==> src/shared/mcg_defines.svh <==
// Register offsets, field positions, reset values and key for the main clock generator.
// Assumes byte addresses on the 10-bit peripheral bus address, one 32-bit word per register.
`ifndef MCG_DEFINES_SVH
`define MCG_DEFINES_SVH

// Register byte offsets
`define MCG_OFS_MAIN_SRC     10'h000
`define MCG_OFS_CPU_DIV      10'h004
`define MCG_OFS_HSB_MIRROR   10'h008
`define MCG_OFS_PBA_DIV      10'h00c
`define MCG_OFS_PBB_DIV      10'h010
`define MCG_OFS_PBC_DIV      10'h014
`define MCG_OFS_CPU_GATE     10'h020
`define MCG_OFS_HSB_GATE     10'h024
`define MCG_OFS_PBA_GATE     10'h028
`define MCG_OFS_PBB_GATE     10'h02c
`define MCG_OFS_PBC_GATE     10'h030
`define MCG_OFS_PBA_PRESC    10'h040
`define MCG_OFS_PBB_PRESC    10'h044
`define MCG_OFS_PBC_PRESC    10'h048
`define MCG_OFS_UNLOCK       10'h058
`define MCG_OFS_STATUS       10'h0d4

// Field positions
`define MCG_DIV_EN_BIT       7
`define MCG_READY_BIT        5
`define MCG_KEY_MSB          31
`define MCG_KEY_LSB          24
`define MCG_UNLOCK_KEY       8'haa

// Main source encoding that software may not select
`define MCG_SRC_RESERVED     3'h6

// Implemented gate bits; every implemented bit resets to one
`define MCG_CPU_GATE_IMPL    32'h00000002
`define MCG_HSB_GATE_IMPL    32'h00001fff
`define MCG_PBA_GATE_IMPL    32'h07ffffff
`define MCG_PBB_GATE_IMPL    32'h0000007f
`define MCG_PBC_GATE_IMPL    32'h000003ff
`define MCG_PRESC_RESET      7'h7f
`define MCG_MAIN_SRC_RESET   3'h0

// Divider counter width: 2^(7+1) needs eight bits
`define MCG_DIV_CNT_W        8

`endif

==> src/shared/mcg_pkg.sv <==
// Types shared by the main clock generator modules.
// Assumes mcg_defines.svh is on the include path.
`include "mcg_defines.svh"

package mcg_pkg;

    // One divider setting: divide enable and power-of-two select
    typedef struct packed {
        logic       en;
        logic [2:0] sel;
    } mcg_div_cfg_t;

    // State of the glitch-free source selector
    typedef struct packed {
        logic [2:0] active;
        logic       tick;
    } mcg_src_state_t;

    // State of one bus divider
    typedef struct packed {
        logic [`MCG_DIV_CNT_W-1:0] cnt;
        mcg_div_cfg_t              act;
        mcg_div_cfg_t              pend_cfg;
        logic                      pend;
        logic                      tick;
    } mcg_div_state_t;

    // State of the top level
    typedef struct packed {
        logic [2:0]            msel;
        mcg_div_cfg_t          cpu;
        mcg_div_cfg_t [2:0]    pb;
        logic [31:0]           cpu_gate;
        logic [31:0]           hsb_gate;
        logic [2:0][31:0]      pb_gate;
        logic [2:0][6:0]       presc_gate;
        logic                  armed;
        logic [9:0]            unlock_addr;
        logic [2:0][6:0]       presc_cnt;
        logic                  cpu_load;
        logic [2:0]            pb_load;
        logic                  ready;
        logic [31:0]           rdata;
        logic                  main_en;
        logic                  cpu_en;
        logic                  hsb_en;
        logic [2:0]            pb_en;
        logic [31:0]           cpu_mod;
        logic [31:0]           hsb_mod;
        logic [2:0][31:0]      pb_mod;
        logic [2:0][6:0]       pb_div;
    } mcg_top_state_t;

endpackage : mcg_pkg

==> src/design/mcg_clock_gen.sv <==
// Main clock generator: source select, CPU and bus dividers, module clock gates,
// prescaled bus clock gates, lock-and-key write protection, clock-ready flag.
// Assumes source ticks come from logic on CLK; bus access is one cycle per strobe.
`include "mcg_defines.svh"

// Function
// - Main tick follows the source chosen by the 3-bit main source field.
// - Protected registers accept a write only right after a matching unlock write.
// - CPU tick is main tick, or main divided by 2^(select+1) when enabled.
// - Writing CPU or peripheral divider registers clears the clock-ready flag.
// - High-speed divider register is read-only and mirrors the CPU divider.
// - Each peripheral bus tick is main or main divided by 2^(select+1).
// - A cleared gate bit stops that module clock; a set bit lets it run.
// - Only listed gate bits are implemented per bus; the rest read zero.
// - Prescaled gate bit n enables the bus clock divided by 2^(n+1).
// - Unlock needs key 0xAA and target address; next access must be that write.
// - Clock-ready returns high once new divider settings are in effect.
module mcg_clock_gen
    import mcg_pkg::*;
#(
    parameter int CNT_W = `MCG_DIV_CNT_W
)
(
    input  wire logic             CLK,
    input  wire logic             RST,
    input  wire logic [7:0]       SRC_TICK,
    input  wire logic             PB_SEL,
    input  wire logic             PB_WRITE,
    input  wire logic [9:0]       PB_ADDR,
    input  wire logic [31:0]      PB_WDATA,
    output      logic [31:0]      PB_RDATA,
    output      logic             CLOCK_READY,
    output      logic             MAIN_CLK_EN,
    output      logic             CPU_CLK_EN,
    output      logic             HSB_CLK_EN,
    output      logic [2:0]       PB_CLK_EN,
    output      logic [31:0]      CPU_MOD_EN,
    output      logic [31:0]      HSB_MOD_EN,
    output      logic [31:0]      PBA_MOD_EN,
    output      logic [31:0]      PBB_MOD_EN,
    output      logic [31:0]      PBC_MOD_EN,
    output      logic [6:0]       PBA_DIV_EN,
    output      logic [6:0]       PBB_DIV_EN,
    output      logic [6:0]       PBC_DIV_EN
);

    if (CNT_W < `MCG_DIV_CNT_W) begin : g_check
        $error("mcg_clock_gen: CNT_W too small for divide by 256");
    end

    localparam logic [2:0][31:0] PB_GATE_IMPL = {`MCG_PBC_GATE_IMPL,
                                                 `MCG_PBB_GATE_IMPL,
                                                 `MCG_PBA_GATE_IMPL};
    localparam logic [2:0][9:0]  PB_DIV_OFS   = {`MCG_OFS_PBC_DIV,
                                                 `MCG_OFS_PBB_DIV,
                                                 `MCG_OFS_PBA_DIV};
    localparam logic [2:0][9:0]  PB_GATE_OFS  = {`MCG_OFS_PBC_GATE,
                                                 `MCG_OFS_PBB_GATE,
                                                 `MCG_OFS_PBA_GATE};
    localparam logic [2:0][9:0]  PB_PRESC_OFS = {`MCG_OFS_PBC_PRESC,
                                                 `MCG_OFS_PBB_PRESC,
                                                 `MCG_OFS_PBA_PRESC};

    mcg_top_state_t   s_reg;
    mcg_top_state_t   s_next;
    logic             main_tick;
    logic             cpu_tick;
    logic             cpu_busy;
    logic [2:0]       pb_tick;
    logic [2:0]       pb_busy;
    logic             wr_ok;
    logic [6:0]       low_ones;

    // Main source selection
    mcg_source_sel u_src (
        .clk       (CLK),
        .rst       (RST),
        .src_tick  (SRC_TICK),
        .sel       (s_reg.msel),
        .main_tick (main_tick)
    );

    // CPU divider; the high-speed bus shares it
    mcg_divider #(.CNT_W(CNT_W)) u_cpu_div (
        .clk       (CLK),
        .rst       (RST),
        .main_tick (main_tick),
        .cfg       (s_reg.cpu),
        .load      (s_reg.cpu_load),
        .tick      (cpu_tick),
        .busy      (cpu_busy)
    );

    // One divider per peripheral bus
    for (genvar g = 0; g < 3; g++) begin : g_pb
        mcg_divider #(.CNT_W(CNT_W)) u_pb_div (
            .clk       (CLK),
            .rst       (RST),
            .main_tick (main_tick),
            .cfg       (s_reg.pb[g]),
            .load      (s_reg.pb_load[g]),
            .tick      (pb_tick[g]),
            .busy      (pb_busy[g])
        );
    end

    // Register access, unlock sequencing, gating and prescaling
    always_comb begin
        s_next          = s_reg;
        s_next.cpu_load = 1'b0;
        s_next.pb_load  = '0;
        s_next.rdata    = '0;
        wr_ok           = s_reg.armed && (s_reg.unlock_addr == PB_ADDR);
        low_ones        = '0;

        if (PB_SEL) begin
            // Any access other than the arming write drops the unlock
            s_next.armed = 1'b0;
            if (PB_WRITE) begin
                if (PB_ADDR == `MCG_OFS_UNLOCK) begin
                    if (PB_WDATA[`MCG_KEY_MSB:`MCG_KEY_LSB] == `MCG_UNLOCK_KEY) begin
                        s_next.armed       = 1'b1;
                        s_next.unlock_addr = PB_WDATA[9:0];
                    end
                end else if (wr_ok) begin
                    case (PB_ADDR)
                        `MCG_OFS_MAIN_SRC: begin
                            if (PB_WDATA[2:0] != `MCG_SRC_RESERVED) begin
                                s_next.msel = PB_WDATA[2:0];
                            end
                        end
                        `MCG_OFS_CPU_DIV: begin
                            s_next.cpu.en   = PB_WDATA[`MCG_DIV_EN_BIT];
                            s_next.cpu.sel  = PB_WDATA[2:0];
                            s_next.cpu_load = 1'b1;
                        end
                        `MCG_OFS_CPU_GATE: begin
                            s_next.cpu_gate = PB_WDATA & `MCG_CPU_GATE_IMPL;
                        end
                        `MCG_OFS_HSB_GATE: begin
                            s_next.hsb_gate = PB_WDATA & `MCG_HSB_GATE_IMPL;
                        end
                        default: begin
                            for (int i = 0; i < 3; i++) begin
                                if (PB_ADDR == PB_DIV_OFS[i]) begin
                                    s_next.pb[i].en     = PB_WDATA[`MCG_DIV_EN_BIT];
                                    s_next.pb[i].sel    = PB_WDATA[2:0];
                                    s_next.pb_load[i]   = 1'b1;
                                end
                                if (PB_ADDR == PB_GATE_OFS[i]) begin
                                    s_next.pb_gate[i] = PB_WDATA & PB_GATE_IMPL[i];
                                end
                                if (PB_ADDR == PB_PRESC_OFS[i]) begin
                                    s_next.presc_gate[i] = PB_WDATA[6:0];
                                end
                            end
                        end
                    endcase
                end
            end else begin
                case (PB_ADDR)
                    `MCG_OFS_MAIN_SRC: begin
                        s_next.rdata[2:0] = s_reg.msel;
                    end
                    `MCG_OFS_CPU_DIV, `MCG_OFS_HSB_MIRROR: begin
                        s_next.rdata[`MCG_DIV_EN_BIT] = s_reg.cpu.en;
                        s_next.rdata[2:0]             = s_reg.cpu.sel;
                    end
                    `MCG_OFS_CPU_GATE: begin
                        s_next.rdata = s_reg.cpu_gate;
                    end
                    `MCG_OFS_HSB_GATE: begin
                        s_next.rdata = s_reg.hsb_gate;
                    end
                    `MCG_OFS_STATUS: begin
                        s_next.rdata[`MCG_READY_BIT] = s_reg.ready;
                    end
                    default: begin
                        for (int i = 0; i < 3; i++) begin
                            if (PB_ADDR == PB_DIV_OFS[i]) begin
                                s_next.rdata[`MCG_DIV_EN_BIT] = s_reg.pb[i].en;
                                s_next.rdata[2:0]             = s_reg.pb[i].sel;
                            end
                            if (PB_ADDR == PB_GATE_OFS[i]) begin
                                s_next.rdata = s_reg.pb_gate[i];
                            end
                            if (PB_ADDR == PB_PRESC_OFS[i]) begin
                                s_next.rdata[6:0] = s_reg.presc_gate[i];
                            end
                        end
                    end
                endcase
            end
        end

        // Ready only when no setting is queued or waiting in a divider
        s_next.ready = !(s_next.cpu_load || (|s_next.pb_load) ||
                         s_reg.cpu_load || (|s_reg.pb_load) ||
                         cpu_busy || (|pb_busy));

        // Bus ticks and module gates
        s_next.main_en = main_tick;
        s_next.cpu_en  = cpu_tick;
        s_next.hsb_en  = cpu_tick;
        s_next.pb_en   = pb_tick;
        s_next.cpu_mod = {32{cpu_tick}} & s_reg.cpu_gate;
        s_next.hsb_mod = {32{cpu_tick}} & s_reg.hsb_gate;
        for (int i = 0; i < 3; i++) begin
            s_next.pb_mod[i] = {32{pb_tick[i]}} & s_reg.pb_gate[i];
            if (pb_tick[i]) begin
                s_next.presc_cnt[i] = s_reg.presc_cnt[i] + 7'h01;
            end
            // Tap n fires once every 2^(n+1) bus ticks
            for (int k = 0; k < 7; k++) begin
                low_ones = 7'h7f >> (6 - k);
                s_next.pb_div[i][k] = pb_tick[i] && s_reg.presc_gate[i][k] &&
                                      ((s_reg.presc_cnt[i] & low_ones) == low_ones);
            end
        end
    end

    // State register
    always_ff @(posedge CLK or posedge RST) begin
        if (RST) begin
            s_reg            <= '0;
            s_reg.msel       <= `MCG_MAIN_SRC_RESET;
            s_reg.cpu_gate   <= `MCG_CPU_GATE_IMPL;
            s_reg.hsb_gate   <= `MCG_HSB_GATE_IMPL;
            s_reg.pb_gate    <= PB_GATE_IMPL;
            s_reg.presc_gate <= {3{`MCG_PRESC_RESET}};
            s_reg.ready      <= 1'b1;
        end else begin
            s_reg <= s_next;
        end
    end

    // Outputs straight from the state register
    assign PB_RDATA    = s_reg.rdata;
    assign CLOCK_READY = s_reg.ready;
    assign MAIN_CLK_EN = s_reg.main_en;
    assign CPU_CLK_EN  = s_reg.cpu_en;
    assign HSB_CLK_EN  = s_reg.hsb_en;
    assign PB_CLK_EN   = s_reg.pb_en;
    assign CPU_MOD_EN  = s_reg.cpu_mod;
    assign HSB_MOD_EN  = s_reg.hsb_mod;
    assign PBA_MOD_EN  = s_reg.pb_mod[0];
    assign PBB_MOD_EN  = s_reg.pb_mod[1];
    assign PBC_MOD_EN  = s_reg.pb_mod[2];
    assign PBA_DIV_EN  = s_reg.pb_div[0];
    assign PBB_DIV_EN  = s_reg.pb_div[1];
    assign PBC_DIV_EN  = s_reg.pb_div[2];

endmodule : mcg_clock_gen

==> src/design/mcg_source_sel.sv <==
// Glitch-free selector of the main clock tick among eight source ticks.
// Assumes source ticks are one-cycle enables from logic on CLK.
module mcg_source_sel
    import mcg_pkg::*;
(
    input  wire logic       clk,
    input  wire logic       rst,
    input  wire logic [7:0] src_tick,
    input  wire logic [2:0] sel,
    output      logic       main_tick
);

    mcg_src_state_t s_reg;
    mcg_src_state_t s_next;

    // Follow the active source; move to a new one only on a tick of the old one
    always_comb begin
        s_next      = s_reg;
        s_next.tick = src_tick[s_reg.active];
        if (src_tick[s_reg.active] && (sel != s_reg.active)) begin
            s_next.active = sel;
        end
    end

    // State register
    always_ff @(posedge clk or posedge rst) begin
        if (rst) begin
            s_reg <= '{active: `MCG_MAIN_SRC_RESET, tick: 1'b0};
        end else begin
            s_reg <= s_next;
        end
    end

    assign main_tick = s_reg.tick;

endmodule : mcg_source_sel

==> src/design/mcg_divider.sv <==
// Power-of-two tick divider with a setting that changes only at a period boundary.
// Assumes main_tick is a one-cycle enable on clk; load pulses for one cycle.
module mcg_divider
    import mcg_pkg::*;
#(
    parameter int CNT_W = `MCG_DIV_CNT_W
)
(
    input  wire logic         clk,
    input  wire logic         rst,
    input  wire logic         main_tick,
    input  wire mcg_div_cfg_t cfg,
    input  wire logic         load,
    output      logic         tick,
    output      logic         busy
);

    if (CNT_W < `MCG_DIV_CNT_W) begin : g_check
        $error("mcg_divider: CNT_W too small for divide by 256");
    end

    mcg_div_state_t       s_reg;
    mcg_div_state_t       s_next;
    logic [CNT_W-1:0]     lim;
    logic                 boundary;

    // Count main ticks, emit one tick per period, swap settings at the boundary
    always_comb begin
        s_next      = s_reg;
        s_next.tick = 1'b0;
        lim         = {CNT_W{1'b1}} >> (CNT_W - 1 - int'(s_reg.act.sel));
        boundary    = main_tick && (!s_reg.act.en || (s_reg.cnt == lim));
        if (main_tick) begin
            s_next.cnt = s_reg.cnt + 1'b1;
        end
        if (boundary) begin
            s_next.tick = 1'b1;
            s_next.cnt  = '0;
            if (s_reg.pend) begin
                s_next.act  = s_reg.pend_cfg;
                s_next.pend = 1'b0;
            end
        end
        if (load) begin
            s_next.pend_cfg = cfg;
            s_next.pend     = 1'b1;
        end
    end

    // State register
    always_ff @(posedge clk or posedge rst) begin
        if (rst) begin
            s_reg <= '0;
        end else begin
            s_reg <= s_next;
        end
    end

    assign tick = s_reg.tick;
    assign busy = s_reg.pend;

endmodule : mcg_divider

==> config.mk <==
export PLATFORM = sky130hd
export DESIGN_NAME = mcg_clock_gen
export DESIGN_NICKNAME = d
export VERILOG_FILES = /design/src/shared/mcg_pkg.sv /design/src/design/mcg_clock_gen.sv /design/src/design/mcg_source_sel.sv /design/src/design/mcg_divider.sv
export VERILOG_INCLUDE_DIRS = /design/src /design/src/shared
export SDC_FILE = /design/constraint.sdc
export NUM_CORES = 1
export LEC_CHECK = 0
export BUFFER_PORTS_ARGS = -buffer_cell sky130_fd_sc_hd__buf_4
export CAP_MARGIN = 0
export CORE_MARGIN = 10
export CORE_UTILIZATION = 35
export DETAILED_ROUTE_END_ITERATION = 12
export GPL_ROUTABILITY_DRIVEN = 0
export PLACE_DENSITY_LB_ADDON = 0.1
export SLEW_MARGIN = 15
export SYNTH_ARGS = -nofsm -noshare
export SYNTH_HDL_FRONTEND = slang
export SYNTH_SLANG_ARGS = --single-unit
==> constraint.sdc <==
create_clock -name CLK -period 13.3 [get_ports CLK]
set_input_delay 1.33 -clock CLK [delete_from_list [all_inputs] [get_ports CLK]]
set_output_delay 1.33 -clock CLK [all_outputs]
set_load 0.02 [all_outputs]
==> key figures <==
Global route
  – GRT Residual Overflow: 0
  – Largest net degree at the start of global routing: 166
  – First-pass GRT wire length: 62,770 µm
  – GRT Resource Usage Total: 15.13%
  – Number of global-route vias before repair: 9,921
  – Initial antenna violation count: 0

Critical path
  – CP max FO: 16
  – Critical Path Start Type: input pin
  – Required time of the critical path: 13.72 ns
  – Worst Path Arrival: 3.83 ns
  – Critical Path End Type: flip-flop
  – Setup CP Type: in2reg

Synthesis
  – Async SR Flop Fraction: 100.0%
  – Syn avg cell area: 11.66 µm²
  – Flops & latches, synth: 322
  – Syn Inst Count: 1,308
  – Top cells by area, synth: dfrtp_1, dfstp_2, buf_4, mux2_2, and2_1
  – Commonest cells post-synth: dfrtp_1, buf_4, mux2_2, dfstp_2, and2_1
  – Cell taking the most area after synthesis: dfrtp_1
  – Main flop type after synthesis: dfrtp_1
  – Register area share after synthesis: 53.50%
  – EDFF count, synth: 0
  – Most common cell in the synthesized netlist: dfrtp_1
  – Synth warn: 0
  – Cell area after synthesis: 15,250 µm²
  – Synth top area share: 39.71%
  – Synth cell types: 74

Detailed routing
  – ANT nets after route: 0
  – DR vias/cell: 4.766
  – WL per Instance: 20.14 µm
  – DRT Pass-1 Iters: 5
  – 1st-iter DRT viols: 608
  – Vias: 9,490
  – Final WL: 40,100 µm
  – Drt drc: 0

Finish
  – Syn-to-layout area delta: 12.49%
  – N_diodes: 0
  – Finished Layout Cells: 1,991
  – Final net count: 1,444
  – Max reg flops: 134
  – Layout cells sized above 1: 34.00%

Floorplan
  – Core Area: 43,080 µm²
  – Die Ht: 228.7 µm
  – IO Pins: 274
  – Row count: 76
  – Initial Util: 35.40%
  – Die width: 228.7 µm
  – DIE AREA: 52,320 µm²

Clocking
  – Worst-path clk slew: 0.06 ns
  – CTS tree: yes
  – Worst-Skew Late Latency: 0.54 ns
  – Clock Tree Buf Depth: 3
  – Root Buffer: clkbuf_16
  – Cts hold-fix bufs: 0
  – CTS Buf Count: 38
  – H-tree levels: 2
  – CTS Sinks: 322
  – Post-CTS resize count: 0
  – Setup repair bufs after CTS: 0

STA
  – Hold_ws: 0.4563 ns
  – Peak Freq: 293.5 MHz
  – Setup TNS: 0 ns
  – Slew margin rel.: 33.19%
  – RSZ-0062 raised after global routing: no
  – Fin. max-slew vios: 0
  – Part of the cycle the worst path needs: 25.62%
  – Worst clock skew: 0.01877 ns
  – Final Hold Viols: 0
  – Setup violators final: 0
  – Worst-margin pin slew: 0.9882 ns
  – Min Clock Period, post-route: 3.408 ns

Power
  – Pwr/cell area: 128.5 nW/µm²
  – Tot Pwr: 2.204 mW
  – Peak supply drop: 100.4 µV
  – Lkg Pwr: 8.155 nW

Job
  – Max_cap viols: 0

Placed design
  – Port Buffers: 166
  – DP Cell Count: 1,922
  – Detailed placement HPWL: 28,690 µm

Worst hold path
  – Hold Crit Class: reg2reg

Run status
  – Status: finished, final reports clean
## kinds of logic after synthesis
group / after synthesis / share of synthesized area [%]
buffers and inverters: 287 / 12.57
AND/OR/NAND/NOR: 345 / 12.55
adder cells (fa/ha/maj): 13 / 1.067
multiplexers: 149 / 11.11
flip-flops: 322 / 53.50
other: 1 / 0.02459
AO/OA/AOI/OAI: 153 / 6.999
XOR/XNOR: 38 / 2.182
## metal layers
| metal | GRT usage, % | vias to the layer above | share of wire, % |
|---|---|---|---|
| met5 | 0 | - | 0 |
| li1 | - | 4368 | - |
| met4 | 4.624 | 0 | 2.3 |
| met2 | 22.58 | 282 | 44 |
| met3 | 3.500 | 64 | 6.5 |
| met1 | 21.32 | 4776 | 47 |
## through the flow
step | cell area, µm² | setup WS, ns | utilization, %
2_1_floorplan | 15650 | 3.189 | -
3_3_place_gp | 15940 | 9.571 | 37.01
3_5_place_dp | 15940 | 9.417 | 37.01
4_1_cts | 17150 | 9.960 | 39.82
5_1_grt | 17150 | 9.791 | 39.82
6_report | 17150 | 9.892 | 39.82
## critical path, cell delays in order
cell and delay (ns):
buf_4 0.21, nor3b_1 0.28, nand3_1 0.42, nor2_1 0.78, a221oi_1 0.22, or3_1 0.38
a221oi_2 0.21
## report_power, final
group	switching, mW	internal, mW	total, mW
clock network	0.411	0.600	1.01
logic	0.0977	0.0529	0.151
registers	0.0293	1.01	1.04
## layout by cell type (no fill, tap or decap), drive strengths merged, types with 6 or more instances in the layout
cell type	Yosys	routed
a22oi	11	11
nor2b	12	12
nand4	10	10
dfstp	80	80
o2bb2ai	6	6
and3	26	26
a21oi	35	35
mux2	142	142
clkinv	1	9
o22ai	7	7
ha	13	13
a222oi	7	7
o21ai	30	30
nor3	30	30
dfrtp	242	242
inv	32	34
xnor2	12	12
a21o	9	9
a221oi	7	7
buf	227	177
nand2b	6	6
nor4b	6	6
nand2	55	55
nor2	61	61
and2	75	75
nor4	14	14
conb	1	107
clkbuf	27	57
nand3	31	31
xor2	26	26
## path summary, 6_finish.rpt
| path | from | depth (start not counted) | slack (ns) | end |
|---|---|---|---|---|
| min in group asynchronous | RST | 2 | 0.91 | g_pb[0].u_pb_div.s_reg[17] |
| max reg2reg | s_reg[250] | 6 | 10.73 | s_reg[341] |
| max in group asynchronous | RST | 3 | 11.06 | s_reg[234] |
| min reg2reg | s_reg[237] | 1 | 0.46 | s_reg[237] |
| max | PB_ADDR[5] | 7 | 9.89 | PB_RDATA[2] |
| min | s_reg[237] | 1 | 0.46 | s_reg[237] |
## area by class of cell
class,instances,area (µm²)
flip-flops and latches,322,8158
clock buffers,57,1114
clock inverters,12,98.84
multi-input cells,805,5579
fillers,4225,25920
well taps,585,732.0
inverters,33,131.4
repair buffers,177,1341
Note: power is estimated with default switching activity, not from simulation.
